## src/logic/aecu_pkg.sv

```systemverilog
// Purpose: shared constants of the asynchronous event counter unit
// Assumes: 8-bit register port, three event pins sampled by the system clock
// Notes: offsets are register indices on the plain register port
package aecu_pkg;

    // register port geometry
    localparam int unsigned DATA_W = 8;
    localparam int unsigned ADDR_W = 3;

    // register offsets
    localparam logic [2:0] OFS_EDGE_SELECT = 3'h0;
    localparam logic [2:0] OFS_CLOCK_CONTROL = 3'h1;
    localparam logic [2:0] OFS_CONTROL_STATUS = 3'h2;
    localparam logic [2:0] OFS_COUNT_UPPER = 3'h3;
    localparam logic [2:0] OFS_COUNT_LOWER = 3'h4;
    localparam logic [2:0] OFS_IRQ_CONTROL = 3'h5;
    localparam logic [2:0] OFS_STANDBY = 3'h6;

    // event pins, index into the sampled pin vector
    localparam int unsigned PIN_N = 3;
    localparam int unsigned PIN_UPPER = 0;
    localparam int unsigned PIN_LOWER = 1;
    localparam int unsigned PIN_IRQ = 2;

    // edge select: one two-bit field per pin, pin i at bit i*EDGE_FLD_W
    localparam int unsigned EDGE_FLD_W = 2;
    localparam logic [1:0] EDGE_FALL = 2'h0;
    localparam logic [1:0] EDGE_RISE = 2'h1;
    localparam logic [1:0] EDGE_BOTH = 2'h2;

    // control/status bits
    localparam int unsigned CS_UPPER_OVF = 7;
    localparam int unsigned CS_LOWER_OVF = 6;
    localparam int unsigned CS_UPPER_CLK_SEL = 5;
    localparam int unsigned CS_UPPER_EN = 4;
    localparam int unsigned CS_LOWER_EN = 3;
    localparam int unsigned CS_UPPER_RUN = 2;
    localparam int unsigned CS_LOWER_RUN = 1;
    localparam logic [7:0] CS_STORE_MASK = 8'h3E;

    // interrupt control bits
    localparam int unsigned IR_COUNTER_FLAG = 0;
    localparam int unsigned IR_COUNTER_EN = 1;
    localparam int unsigned IR_PIN_FLAG = 2;
    localparam int unsigned IR_PIN_EN = 3;

    // standby bit
    localparam int unsigned SB_STANDBY = 0;

    // reset values
    localparam logic [7:0] RST_EDGE_SELECT = 8'h00;
    localparam logic [7:0] RST_CONTROL_STATUS = 8'h00;
    localparam logic [7:0] RST_COUNT = 8'h00;
    localparam logic [7:0] RST_IRQ_CONTROL = 8'h00;
    localparam logic [7:0] RST_STANDBY = 8'h00;

endpackage

```

## src/logic/aecu_cnt_if.sv

```systemverilog
// Purpose: control and status bundle between the top and one counter
// Assumes: one instance per counter
// Notes: wrap is combinational and valid in the cycle of the increment
`timescale 1ns/1ps
interface aecu_cnt_if #(parameter int unsigned W = 8);
    logic inc;
    logic clr;
    logic wrap;
    logic [W-1:0] count;
    modport ctl (output inc, output clr, input wrap, input count);
    modport cnt (input inc, input clr, output wrap, output count);
endinterface

```

## src/logic/aecu_counter8.sv

```systemverilog
// Purpose: one up-counter with held clear and wrap indication
// Assumes: inc is a one-cycle pulse on the system clock
// Notes: clear wins over increment
`timescale 1ns/1ps
module aecu_counter8 #(
    parameter int unsigned W = 8
) (
    input wire logic clock,
    input wire logic nrst,
    input wire logic ce,
    aecu_cnt_if.cnt port_if
);
    logic [W-1:0] count_r;

    // count, or hold at zero while cleared
    always_ff @(posedge clock or negedge nrst) begin
        if (!nrst) begin
            count_r <= W'(aecu_pkg::RST_COUNT);
        end else if (ce) begin
            if (port_if.clr) begin
                count_r <= '0;
            end else if (port_if.inc) begin
                count_r <= W'(count_r + 1'b1);
            end
        end
    end

    // wrap marks the increment that returns the count to zero
    assign port_if.wrap = port_if.inc & ~port_if.clr & (count_r == {W{1'b1}});
    assign port_if.count = count_r;
endmodule

```

## src/logic/aecu_edge_det.sv

```systemverilog
// Purpose: synchronise one event pin and detect the selected edge
// Assumes: pin widths of at least two system clock periods
// Notes: event_pulse is one cycle long, three cycles after the pin edge
`timescale 1ns/1ps
module aecu_edge_det (
    input wire logic clock,
    input wire logic nrst,
    input wire logic ce,
    input wire logic pin_async,
    input wire logic [1:0] mode,
    output logic level,
    output logic event_pulse
);
    logic sync1_r;
    logic sync2_r;
    logic prev_r;
    logic evt_r;
    logic rise;
    logic fall;

    // two-flop synchroniser, first flop feeds only the second
    always_ff @(posedge clock or negedge nrst) begin
        if (!nrst) begin
            sync1_r <= 1'b0;
            sync2_r <= 1'b0;
            prev_r <= 1'b0;
        end else if (ce) begin
            sync1_r <= pin_async;
            sync2_r <= sync1_r;
            prev_r <= sync2_r;
        end
    end

    assign rise = sync2_r & ~prev_r;
    assign fall = ~sync2_r & prev_r;

    // pick the edge; both codes above rise count both edges
    always_ff @(posedge clock or negedge nrst) begin
        if (!nrst) begin
            evt_r <= 1'b0;
        end else if (ce) begin
            if (mode == aecu_pkg::EDGE_FALL) begin
                evt_r <= fall;
            end else if (mode == aecu_pkg::EDGE_RISE) begin
                evt_r <= rise;
            end else begin
                evt_r <= rise | fall;
            end
        end
    end

    assign level = prev_r;
    assign event_pulse = evt_r;
endmodule

```

## src/logic/aecu_top.sv

```systemverilog
// Purpose: asynchronous event counter unit, two 8-bit counters with cascade
// Assumes: event pins are asynchronous and slower than a quarter of clock
// Notes: registers reached on a plain port, read data one cycle later
`timescale 1ns/1ps

// How it works
// - count asynchronous pin events, not tied to bus
// - cascaded pair counts 65,536 events then wraps
// - two independent 8-bit counters, one per pin
// - software clears and halts counters via control/status
// - overflow sets the counter interrupt flag automatically
// - standby stops this counter unit alone
// - edge select register picks edge per pin
// - control/status register 8-bit, resets to zero
// - upper clock: upper pin or lower overflow
// - upper counter read-only, clearable, resets zero
// - lower counter read-only, lower pin, resets zero
// - interrupt flag sticks until software writes zero
// - request forwarded only while enable bit set
// - 16-bit wrap sets upper overflow, both zero
// - upper clock select resets to cascade mode
module aecu_top (
    input wire logic clock,
    input wire logic nrst,
    input wire logic ce,
    input wire logic [aecu_pkg::ADDR_W-1:0] addr,
    input wire logic [aecu_pkg::DATA_W-1:0] wr_data,
    input wire logic wr_en,
    input wire logic rd_en,
    output logic [aecu_pkg::DATA_W-1:0] rd_data,
    input wire logic upper_event_pin,
    input wire logic lower_event_pin,
    input wire logic counter_irq_pin,
    output logic irq
);
    localparam int unsigned DW = aecu_pkg::DATA_W;

    // software-visible state
    logic [DW-1:0] edge_select_r;
    logic [DW-1:0] control_r;
    logic upper_ovf_r;
    logic lower_ovf_r;
    logic counter_irq_flag_r;
    logic counter_irq_enable_r;
    logic pin_irq_flag_r;
    logic pin_irq_enable_r;
    logic standby_r;

    // registered outputs
    logic [DW-1:0] rd_data_r;
    logic [DW-1:0] rd_data_nxt;
    logic irq_r;
    logic irq_nxt;

    // sampled pins
    logic [aecu_pkg::PIN_N-1:0] pin_raw;
    logic [aecu_pkg::PIN_N-1:0] pin_level;
    logic [aecu_pkg::PIN_N-1:0] pin_event;

    // decoded bus accesses
    logic wr_edge;
    logic wr_control;
    logic wr_irq;
    logic wr_standby;

    // counting control
    logic cascade;
    logic counting;
    logic upper_ovf_evt;
    logic lower_ovf_evt;
    logic counter_ovf_evt;

    aecu_cnt_if #(.W(DW)) lower_if ();
    aecu_cnt_if #(.W(DW)) upper_if ();

    // pins gathered so one generate loop serves all three
    assign pin_raw[aecu_pkg::PIN_UPPER] = upper_event_pin;
    assign pin_raw[aecu_pkg::PIN_LOWER] = lower_event_pin;
    assign pin_raw[aecu_pkg::PIN_IRQ] = counter_irq_pin;

    // each pin is synchronised before any logic looks at it; edges are
    // found on the system clock, so the bus side never waits on a pin
    for (genvar gi = 0; gi < aecu_pkg::PIN_N; gi++) begin : g_pin
        aecu_edge_det u_det (
            .clock(clock),
            .nrst(nrst),
            .ce(ce),
            .pin_async(pin_raw[gi]),
            .mode(edge_select_r[gi*aecu_pkg::EDGE_FLD_W +: aecu_pkg::EDGE_FLD_W]),
            .level(pin_level[gi]),
            .event_pulse(pin_event[gi])
        );
    end

    // write decode; standby holds edge select and control/status as well
    assign wr_edge = wr_en & (addr == aecu_pkg::OFS_EDGE_SELECT) & ~standby_r;
    assign wr_control = wr_en & (addr == aecu_pkg::OFS_CONTROL_STATUS) & ~standby_r;
    assign wr_irq = wr_en & (addr == aecu_pkg::OFS_IRQ_CONTROL);
    assign wr_standby = wr_en & (addr == aecu_pkg::OFS_STANDBY);

    // clock select low means the upper counter eats lower overflows
    assign cascade = ~control_r[aecu_pkg::CS_UPPER_CLK_SEL];
    assign counting = ~standby_r;

    // lower counter: lower pin only
    assign lower_if.inc = counting & control_r[aecu_pkg::CS_LOWER_EN]
        & pin_event[aecu_pkg::PIN_LOWER];
    assign lower_if.clr = ~control_r[aecu_pkg::CS_LOWER_RUN];

    // upper counter: lower wrap in cascade, else its own pin
    assign upper_if.inc = counting & control_r[aecu_pkg::CS_UPPER_EN]
        & (cascade ? lower_if.wrap : pin_event[aecu_pkg::PIN_UPPER]);
    assign upper_if.clr = ~control_r[aecu_pkg::CS_UPPER_RUN];

    // in cascade the upper wrap only happens with the lower wrap, so it
    // is the 16-bit overflow: both counters land on zero together
    assign upper_ovf_evt = upper_if.wrap;
    assign lower_ovf_evt = ~cascade & lower_if.wrap;
    assign counter_ovf_evt = upper_ovf_evt | lower_ovf_evt;

    aecu_counter8 #(.W(DW)) u_lower (
        .clock(clock),
        .nrst(nrst),
        .ce(ce),
        .port_if(lower_if)
    );

    aecu_counter8 #(.W(DW)) u_upper (
        .clock(clock),
        .nrst(nrst),
        .ce(ce),
        .port_if(upper_if)
    );

    // edge select, plain read/write
    always_ff @(posedge clock or negedge nrst) begin
        if (!nrst) begin
            edge_select_r <= aecu_pkg::RST_EDGE_SELECT;
        end else if (ce) begin
            if (wr_edge) begin
                edge_select_r <= wr_data;
            end
        end
    end

    // stored control bits; reset leaves cascade mode and both counters
    // held at zero, so software must release them before counting
    always_ff @(posedge clock or negedge nrst) begin
        if (!nrst) begin
            control_r <= aecu_pkg::RST_CONTROL_STATUS;
        end else if (ce) begin
            if (wr_control) begin
                // the write lands unless standby is set, pin activity cannot block it
                control_r <= wr_data & aecu_pkg::CS_STORE_MASK;
            end
        end
    end

    // upper overflow flag: set wins over a software write of zero
    always_ff @(posedge clock or negedge nrst) begin
        if (!nrst) begin
            upper_ovf_r <= 1'b0;
        end else if (ce) begin
            if (upper_ovf_evt) begin
                upper_ovf_r <= 1'b1;
            end else if (wr_control && !wr_data[aecu_pkg::CS_UPPER_OVF]) begin
                upper_ovf_r <= 1'b0;
            end
        end
    end

    // lower overflow flag, only meaningful in independent mode
    always_ff @(posedge clock or negedge nrst) begin
        if (!nrst) begin
            lower_ovf_r <= 1'b0;
        end else if (ce) begin
            if (lower_ovf_evt) begin
                lower_ovf_r <= 1'b1;
            end else if (wr_control && !wr_data[aecu_pkg::CS_LOWER_OVF]) begin
                lower_ovf_r <= 1'b0;
            end
        end
    end

    // counter interrupt flag: sticky, cleared only by writing zero
    always_ff @(posedge clock or negedge nrst) begin
        if (!nrst) begin
            counter_irq_flag_r <= aecu_pkg::RST_IRQ_CONTROL[aecu_pkg::IR_COUNTER_FLAG];
        end else if (ce) begin
            if (counter_ovf_evt) begin
                counter_irq_flag_r <= 1'b1;
            end else if (wr_irq && !wr_data[aecu_pkg::IR_COUNTER_FLAG]) begin
                counter_irq_flag_r <= 1'b0;
            end
        end
    end

    // pin interrupt flag on the selected edge of the interrupt pin
    always_ff @(posedge clock or negedge nrst) begin
        if (!nrst) begin
            pin_irq_flag_r <= aecu_pkg::RST_IRQ_CONTROL[aecu_pkg::IR_PIN_FLAG];
        end else if (ce) begin
            if (pin_event[aecu_pkg::PIN_IRQ] && counting) begin
                pin_irq_flag_r <= 1'b1;
            end else if (wr_irq && !wr_data[aecu_pkg::IR_PIN_FLAG]) begin
                pin_irq_flag_r <= 1'b0;
            end
        end
    end

    // interrupt enables
    always_ff @(posedge clock or negedge nrst) begin
        if (!nrst) begin
            counter_irq_enable_r <= aecu_pkg::RST_IRQ_CONTROL[aecu_pkg::IR_COUNTER_EN];
            pin_irq_enable_r <= aecu_pkg::RST_IRQ_CONTROL[aecu_pkg::IR_PIN_EN];
        end else if (ce) begin
            if (wr_irq) begin
                counter_irq_enable_r <= wr_data[aecu_pkg::IR_COUNTER_EN];
                pin_irq_enable_r <= wr_data[aecu_pkg::IR_PIN_EN];
            end
        end
    end

    // module standby; always writable so software can wake the unit
    always_ff @(posedge clock or negedge nrst) begin
        if (!nrst) begin
            standby_r <= aecu_pkg::RST_STANDBY[aecu_pkg::SB_STANDBY];
        end else if (ce) begin
            if (wr_standby) begin
                standby_r <= wr_data[aecu_pkg::SB_STANDBY];
            end
        end
    end

    // request gated by its enable; flags keep counting regardless
    always_comb begin
        irq_nxt = (counter_irq_flag_r & counter_irq_enable_r)
            | (pin_irq_flag_r & pin_irq_enable_r);
    end

    always_ff @(posedge clock or negedge nrst) begin
        if (!nrst) begin
            irq_r <= 1'b0;
        end else if (ce) begin
            irq_r <= irq_nxt;
        end
    end

    // read mux; counts are read live, so a read while events arrive may
    // see a torn 16-bit value unless both enables are cleared first
    always_comb begin
        rd_data_nxt = '0;
        if (rd_en) begin
            case (addr)
                aecu_pkg::OFS_EDGE_SELECT: begin
                    rd_data_nxt = edge_select_r;
                end
                aecu_pkg::OFS_CLOCK_CONTROL: begin
                    rd_data_nxt[aecu_pkg::PIN_N-1:0] = pin_level;
                    rd_data_nxt[aecu_pkg::PIN_N] = cascade;
                end
                aecu_pkg::OFS_CONTROL_STATUS: begin
                    rd_data_nxt = control_r;
                    rd_data_nxt[aecu_pkg::CS_UPPER_OVF] = upper_ovf_r;
                    rd_data_nxt[aecu_pkg::CS_LOWER_OVF] = lower_ovf_r;
                end
                aecu_pkg::OFS_COUNT_UPPER: begin
                    rd_data_nxt = upper_if.count;
                end
                aecu_pkg::OFS_COUNT_LOWER: begin
                    rd_data_nxt = lower_if.count;
                end
                aecu_pkg::OFS_IRQ_CONTROL: begin
                    rd_data_nxt[aecu_pkg::IR_COUNTER_FLAG] = counter_irq_flag_r;
                    rd_data_nxt[aecu_pkg::IR_COUNTER_EN] = counter_irq_enable_r;
                    rd_data_nxt[aecu_pkg::IR_PIN_FLAG] = pin_irq_flag_r;
                    rd_data_nxt[aecu_pkg::IR_PIN_EN] = pin_irq_enable_r;
                end
                aecu_pkg::OFS_STANDBY: begin
                    rd_data_nxt[aecu_pkg::SB_STANDBY] = standby_r;
                end
                default: begin
                    rd_data_nxt = '0;
                end
            endcase
        end
    end

    // read data stands for exactly the cycle after the strobe
    always_ff @(posedge clock or negedge nrst) begin
        if (!nrst) begin
            rd_data_r <= '0;
        end else if (ce) begin
            rd_data_r <= rd_data_nxt;
        end
    end

    assign rd_data = rd_data_r;
    assign irq = irq_r;
endmodule

```

## config.mk

```make
export PLATFORM = sky130hd
export DESIGN_NAME = aecu_top
export DESIGN_NICKNAME = d
export VERILOG_FILES = /design/src/logic/aecu_pkg.sv /design/src/logic/aecu_cnt_if.sv /design/src/logic/aecu_counter8.sv /design/src/logic/aecu_edge_det.sv /design/src/logic/aecu_top.sv
export SDC_FILE = /design/constraint.sdc
export NUM_CORES = 1
export LEC_CHECK = 0
export ABC_CLOCK_PERIOD_IN_PS = 2100
export BUFFER_PORTS_ARGS = -buffer_cell sky130_fd_sc_hd__buf_2
export CORE_UTILIZATION = 50
export CTS_BUF_LIST = sky130_fd_sc_hd__clkbuf_16
export CTS_CLUSTER_DIAMETER = 30
export DETAILED_ROUTE_END_ITERATION = 6
export GPL_TIMING_DRIVEN = 0
export HOLD_SLACK_MARGIN = 0.1
export MAX_ROUTING_LAYER = met4
export PLACE_DENSITY = 0.69
export SLEW_MARGIN = 25
export SYNTH_ARGS = -nofsm -noshare
export SYNTH_HDL_FRONTEND = slang
export SYNTH_SLANG_ARGS = --single-unit
```

## constraint.sdc

```tcl
create_clock -name clock -period 2.1 [get_ports clock]
set_input_delay 0.42 -clock clock [delete_from_list [all_inputs] [get_ports clock]]
set_output_delay 0.42 -clock clock [all_outputs]
set_load 0.03 [all_outputs]
```

==> results of run 1 <==
-- cell families after synthesis --
logic type                 Yosys count
DFF                                 57
and+or+nand+nor                     90
buffers and inverters               31
muxes                               35
xor gates and xnor gates             1
adders and majority gates            8
AOI/OAI and AO/OA                   80
-- worst max-delay path by stage --
stage          slack, ns                        to  cells past startpoint                startpoint
6_report            0.09  u_lower.port_if.count[6]                      8  u_lower.port_if.count[1]
5_1_grt             0.02  u_upper.port_if.count[4]                      6  u_lower.port_if.count[1]
4_1_cts            0.006        counter_irq_flag_r                      5  u_lower.port_if.count[1]
3_5_place_dp       -0.07        counter_irq_flag_r                      5  u_lower.port_if.count[0]
3_3_place_gp       -0.02        counter_irq_flag_r                      5  u_lower.port_if.count[0]
2_1_floorplan       0.28        counter_irq_flag_r                      5  u_lower.port_if.count[0]
-- metrics by stage --
stage | hold WS (ns) | std cells | setup WS, ns | total power, mW | cell area, um^2
after floorplan | 0.124 | 302 | 0.279 | 1.82 | 3070
after global placement | 0.461 | 403 | -0.0229 | 2.02 | 3290
after detailed placement | 0.472 | 403 | -0.0702 | 2.04 | 3290
after CTS | 0.171 | 425 | 0.00614 | 3.45 | 3620
after global routing | 0.222 | 426 | 0.0183 | 3.59 | 3640
final | 0.137 | 426 | 0.0900 | 3.45 | 3640
-- cells in the mapped netlist, types with 6 or more instances --
cell type / count
nand2_1: 30
ha_1: 8
mux2_2: 30
clkbuf_1: 12
a21oi_1: 15
inv_1: 13
dfrtp_1: 57
nor2_1: 13
o2bb2ai_1: 10
o21ai_0: 18
nand4_1: 6
a22oi_1: 7
nand3_1: 12
-- cell type report --
class	count	area (um^2)	area share
Tap cell	75	93.8	0.0258
Buffer	18	70.1	0.0192
Clock inverter	7	55.1	0.0151
Multi-Input combinational cell	214	1540	0.422
Timing Repair Buffer	33	185	0.0509
Sequential cell	57	1430	0.392
Clock buffer	9	225	0.0619
Inverter	13	48.8	0.0134
-- flip-flops by register name (all words and copies together) (netlist names) --
signal	flops
u_upper.port_if.count	8
counter_irq_enable_r	1
control_r	5
pin_irq_flag_r	1
edge_select_r	8
rd_data	8
g_pin.u_det.sync1_r	3
upper_ovf_r	1
g_pin.u_det.level	3
counter_irq_flag_r	1
u_lower.port_if.count	8
irq	1
g_pin.u_det.event_pulse	3
g_pin.u_det.sync2_r	3
standby_r	1
lower_ovf_r	1
pin_irq_enable_r	1
-- layer usage --
| metal | vias to the layer above | wire [um] | part of all wire | track usage |
|---|---|---|---|---|
| met3 | 16 | 394 | 0.051 | 0.0443 |
| met1 | 1245 | 3580 | 0.47 | 0.369 |
| li1 | 1214 | - | - | - |
| met5 | - | 0 | 0 | - |
| met4 | 0 | 174 | 0.023 | 0.125 |
| met2 | 79 | 3520 | 0.46 | 0.397 |
-- power by group --
group	total, mW	switching [mW]	leakage (nW)	internal (mW)
sequential	1.43	0.171	0.737	1.26
combinational	0.645	0.364	0.778	0.281
clock	1.38	0.488	0.150	0.894
-- worst reg2reg max path, stage by stage (launching register included) --
cell	delay (ns)
dfrtp_1	0.41
ha_2	0.24
nand4_1	0.18
buf_4	0.20
buf_4	0.12
buf_4	0.12
buf_4	0.12
or4_1	0.39
a21oi_1	0.15
-- repair_timing --
item                       in CTS  in global routing
setup endpoints to repair       2                 11
buffers inserted                6                  1
gates resized for setup         1                  2
hold buffers                    0                  0
pin swaps                       1                  1
==> impl_metrics.ini, run 1 <==
[outcome]
outcome = finished clean

[hold_path]
hold_path_class = in -> async

[sta]
setup_viol = 0
period_share = 0.957
setup_tns_ns = 0
tightest_slew_ns = 0.700
rsz0062_at_grt = no
layout_min_cycle_time_ns = 2.01
finalClockSkew_ns = 0.00665
hold_violations = 0
slew_viol_final = 0
maxSlewHeadroom = 0.533
max_freq_mhz = 498

[placement]
place_congestion = 0.869
hpwl_um = 5310
io_buffers = 26

[synth]
synth_top_area_frac = 0.465
synth_fa_ha_area_frac = 0.0326
synthCells = 302
synth_top_area_cell = dfrtp_1
synth_compound_area_frac = 0.184
synth_top_family_by_area = compound AO/OA/AOI/OAI gates
ys.warnings.count = 0
ys_seq_area_frac = 0.465
synth_ff_type = dfrtp_1
ys_seq_elements = 57
async_reset_ff_frac = 1.00
syn-num-nets = 329
synth_area_mm2 = 0.00307
ys_types = 46
yosys-top-cells-area = dfrtp_1, mux2_2, nand2_1, ha_1, o21ai_0
yosys.area_share.simple = 0.150
synth_enable_flop_cells = 0
muxShareOfSynthArea = 0.126
syn_area_per_cell_um2 = 10.2
synth_xor_xnor_area_share = 0.00285

[critical_path]
arrival_ns = 2.26
critical_path.most_common_cell = buf_4
crit_path_end_kind = register
critPathMaxStageDelay_ns = 0.41
rr_startpoint = u_lower.port_if.count[1]
critical_path_buf_inv_count = 4
critical_path_class = reg -> reg
crit_required_ns = 2.35
start_kind = register
rrSetupSlack_ns = 0.09
crit_slowest_cell = dfrtp_1
worstRegToRegCells = 8
crit_family = simple AND/OR/NAND/NOR gates
path_cells = ha_2 -> nand4_1 -> buf_4 -> buf_4 -> buf_4 -> buf_4 -> or4_1 -> a21oi_1
crit_fanout = 4
r2r_end = u_lower.port_if.count[6]

[global_route]
antenna_found_initial = 0
grt_max_degree = 58
grt_usage = 0.271
grt_pass1_vias = 2381
grt_pass1_wl_um = 12400
overflow = 0

[route]
ant_nets = 0
vias = 2554
wl_um = 7670
vias_per_cell = 6.00
drt-initial-drc-count = 198
drc_errors = 0
wire_per_inst_um = 18.0
dr.pass1.iters = 4

[die]
die_area_mm2 = 0.00645
die_height_um = 80.3
die_w_um = 80.3
fp-row-count = 28
ios = 28
start_util = 0.518
core_area_mm2 = 0.00592

[power_and_ir_drop]
powerDensity_mw_per_mm2 = 949
ir_drop_uv = 812
leakage_nw = 1.67

[cts]
clk_latency_ns = 0.33
clkSinkCount = 57
clkTransAtPathRegs_ns = 0.05
cts_tree = yes
root_buffer = clkbuf_16
cts_htree_levels = 3
cts_max_path_buffers = 2
cts_buffers = 9

[layout]
layout_commonest_cell = dfrtp_1
syn_to_final_growth_pct = 18.7
final_core_util = 0.615
drive_gt1_frac = 0.228
fillers = 500
num_antenna_cells = 0
nets = 373
layout_common_cells = dfrtp_1, mux2_2, nand2_1, buf_2, o21ai_0

[flow_run]
maxCapViolations = 0
Power figures use the tool's default switching activity.
==> run 2: changes to the inputs <==
- SETUP_SLACK_MARGIN: default -> 0.15
==> impl_metrics.ini, run 2 (same netlist as run 1, synthesis figures left out) <==
[sta]
setup_ws_ns = 0.210
rsz0062_at_grt = no
maxSlewHeadroom = 0.532
hold_violations = 0
slew_viol_final = 0
finalClockSkew_ns = 0.00744
max_freq_mhz = 529
tightest_slew_ns = 0.702
period_share = 0.900
setup_viol = 0
layout_min_cycle_time_ns = 1.89

[route]
vias = 2611
vias_per_cell = 6.07
wire_per_inst_um = 18.0
drt-initial-drc-count = 241
drc_errors = 0
wl_um = 7760
ant_nets = 0
dr.pass1.iters = 5

[placement]
place_inst = 403
dp_slack_ns = -0.0702
place_congestion = 0.869
hpwl_um = 5310
io_buffers = 26

[critical_path]
crit_path_end_kind = register
crit_required_ns = 2.36
start_kind = register
path_cells = nand3b_4 -> o41a_1 -> or4_4 -> nand3_1
critical_path_buf_inv_count = 0
crit_family = simple AND/OR/NAND/NOR gates
critPathMaxStageDelay_ns = 0.55
crit_fanout = 8
arrival_ns = 2.15
crit_slowest_cell = or4_4
startpoint = standby_r
rr_startpoint = standby_r
critical_path_class = reg -> reg

[global_route]
grt_pass1_wl_um = 12500
grt_max_degree = 58
overflow = 0
grt_usage = 0.274
grt_pass1_vias = 2415
antenna_found_initial = 0

[layout]
multi_input_area_mm2 = 0.00155
fillers = 494
drive_gt1_frac = 0.245
num_antenna_cells = 0
syn_to_final_growth_pct = 20.2
fin_cells = 430
layout_common_cells = dfrtp_1, mux2_2, nand2_1, buf_2, o21ai_0
layout_commonest_cell = dfrtp_1
regArea_mm2 = 0.00143
nets = 377

[die]
die_w_um = 80.3
core_area_mm2 = 0.00592
start_util = 0.518
die_height_um = 80.3
fp-row-count = 28
ios = 28
die_area_mm2 = 0.00645

[cts]
cts_hold_buf = 0
cts_buffers = 9
cts_tree = yes
root_buffer = clkbuf_16
clkSinkCount = 57
cts_max_path_buffers = 2
clk_latency_ns = 0.33
clkTransAtPathRegs_ns = 0.05
cts_htree_levels = 3

[power_and_ir_drop]
leakage_nw = 1.69
p_total_mw = 3.49
ir_drop_uv = 807
powerDensity_mw_per_mm2 = 947

[flow_run]
maxCapViolations = 0

[outcome]
outcome = finished clean

[hold_path]
hold_path_class = in -> async
run 2: cell types whose count changed in the layout (fill, tap and decap cells not counted):
cell     change
or4_4        +1
ha_2         -1
dfrtp_1      -1
buf_4        +4
ha_4         +1
dfrtp_2      +1
nor2_2       +1
or4_1        -1
nor2_1       -1
run 2: where the power goes:
part | switching (mW) | internal [mW] | total (mW)
combinational | 0.377 | 0.306 | 0.683
sequential | 0.169 | 1.26 | 1.43
clock | 0.490 | 0.894 | 1.38
total | 1.04 | 2.46 | 3.49
run 2: stage by stage:
step / TNS [ns] / instance area (um^2) / hold WS [ns] / util
2_1_floorplan: 0 / 3070 / 0.124 / -
3_3_place_gp: -0.0376 / 3290 / 0.461 / 0.556
3_5_place_dp: -0.138 / 3290 / 0.472 / 0.556
4_1_cts: 0 / 3660 / 0.171 / 0.619
5_1_grt: 0 / 3690 / 0.222 / 0.623
6_report: 0 / 3690 / 0.140 / 0.623
run 2: final timing paths:
check                                           endpoint  slack (ns)  cells past startpoint
min in group clock                g_pin[1].u_det.sync1_r        0.33                      2
max in group asynchronous                      standby_r        1.45                      1
worst min register to register                rd_data[4]        0.48                      1
worst min-delay path            u_upper.port_if.count[1]        0.14                      1
worst max register to register        counter_irq_flag_r        0.21                      4
worst max-delay path                  counter_irq_flag_r        0.21                      4
run 2: cell type report:
| cell class | instances | share of cell area |
|---|---|---|
| Tap cell | 75 | 0.0254 |
| Sequential cell | 57 | 0.387 |
| Clock buffer | 9 | 0.0611 |
| Buffer | 18 | 0.0190 |
| Clock inverter | 7 | 0.0149 |
| Timing Repair Buffer | 37 | 0.0583 |
| Multi-Input combinational cell | 214 | 0.421 |
| Inverter | 13 | 0.0132 |
run 2: routing by layer:
metal / GRT usage / vias up / wire, um
met3: 0.0466 / 23 / 454
met4: 0.125 / 0 / 196
met1: 0.370 / 1267 / 3580
met2: 0.404 / 100 / 3530
met5: - / - / 0
li1: - / 1221 / -
run 2: repair_timing:
action,4_1_cts,5_1_grt
endpoints found under the setup margin,9,7
buffers inserted,8,3
pin swaps,2,3
gates resized for setup,5,2
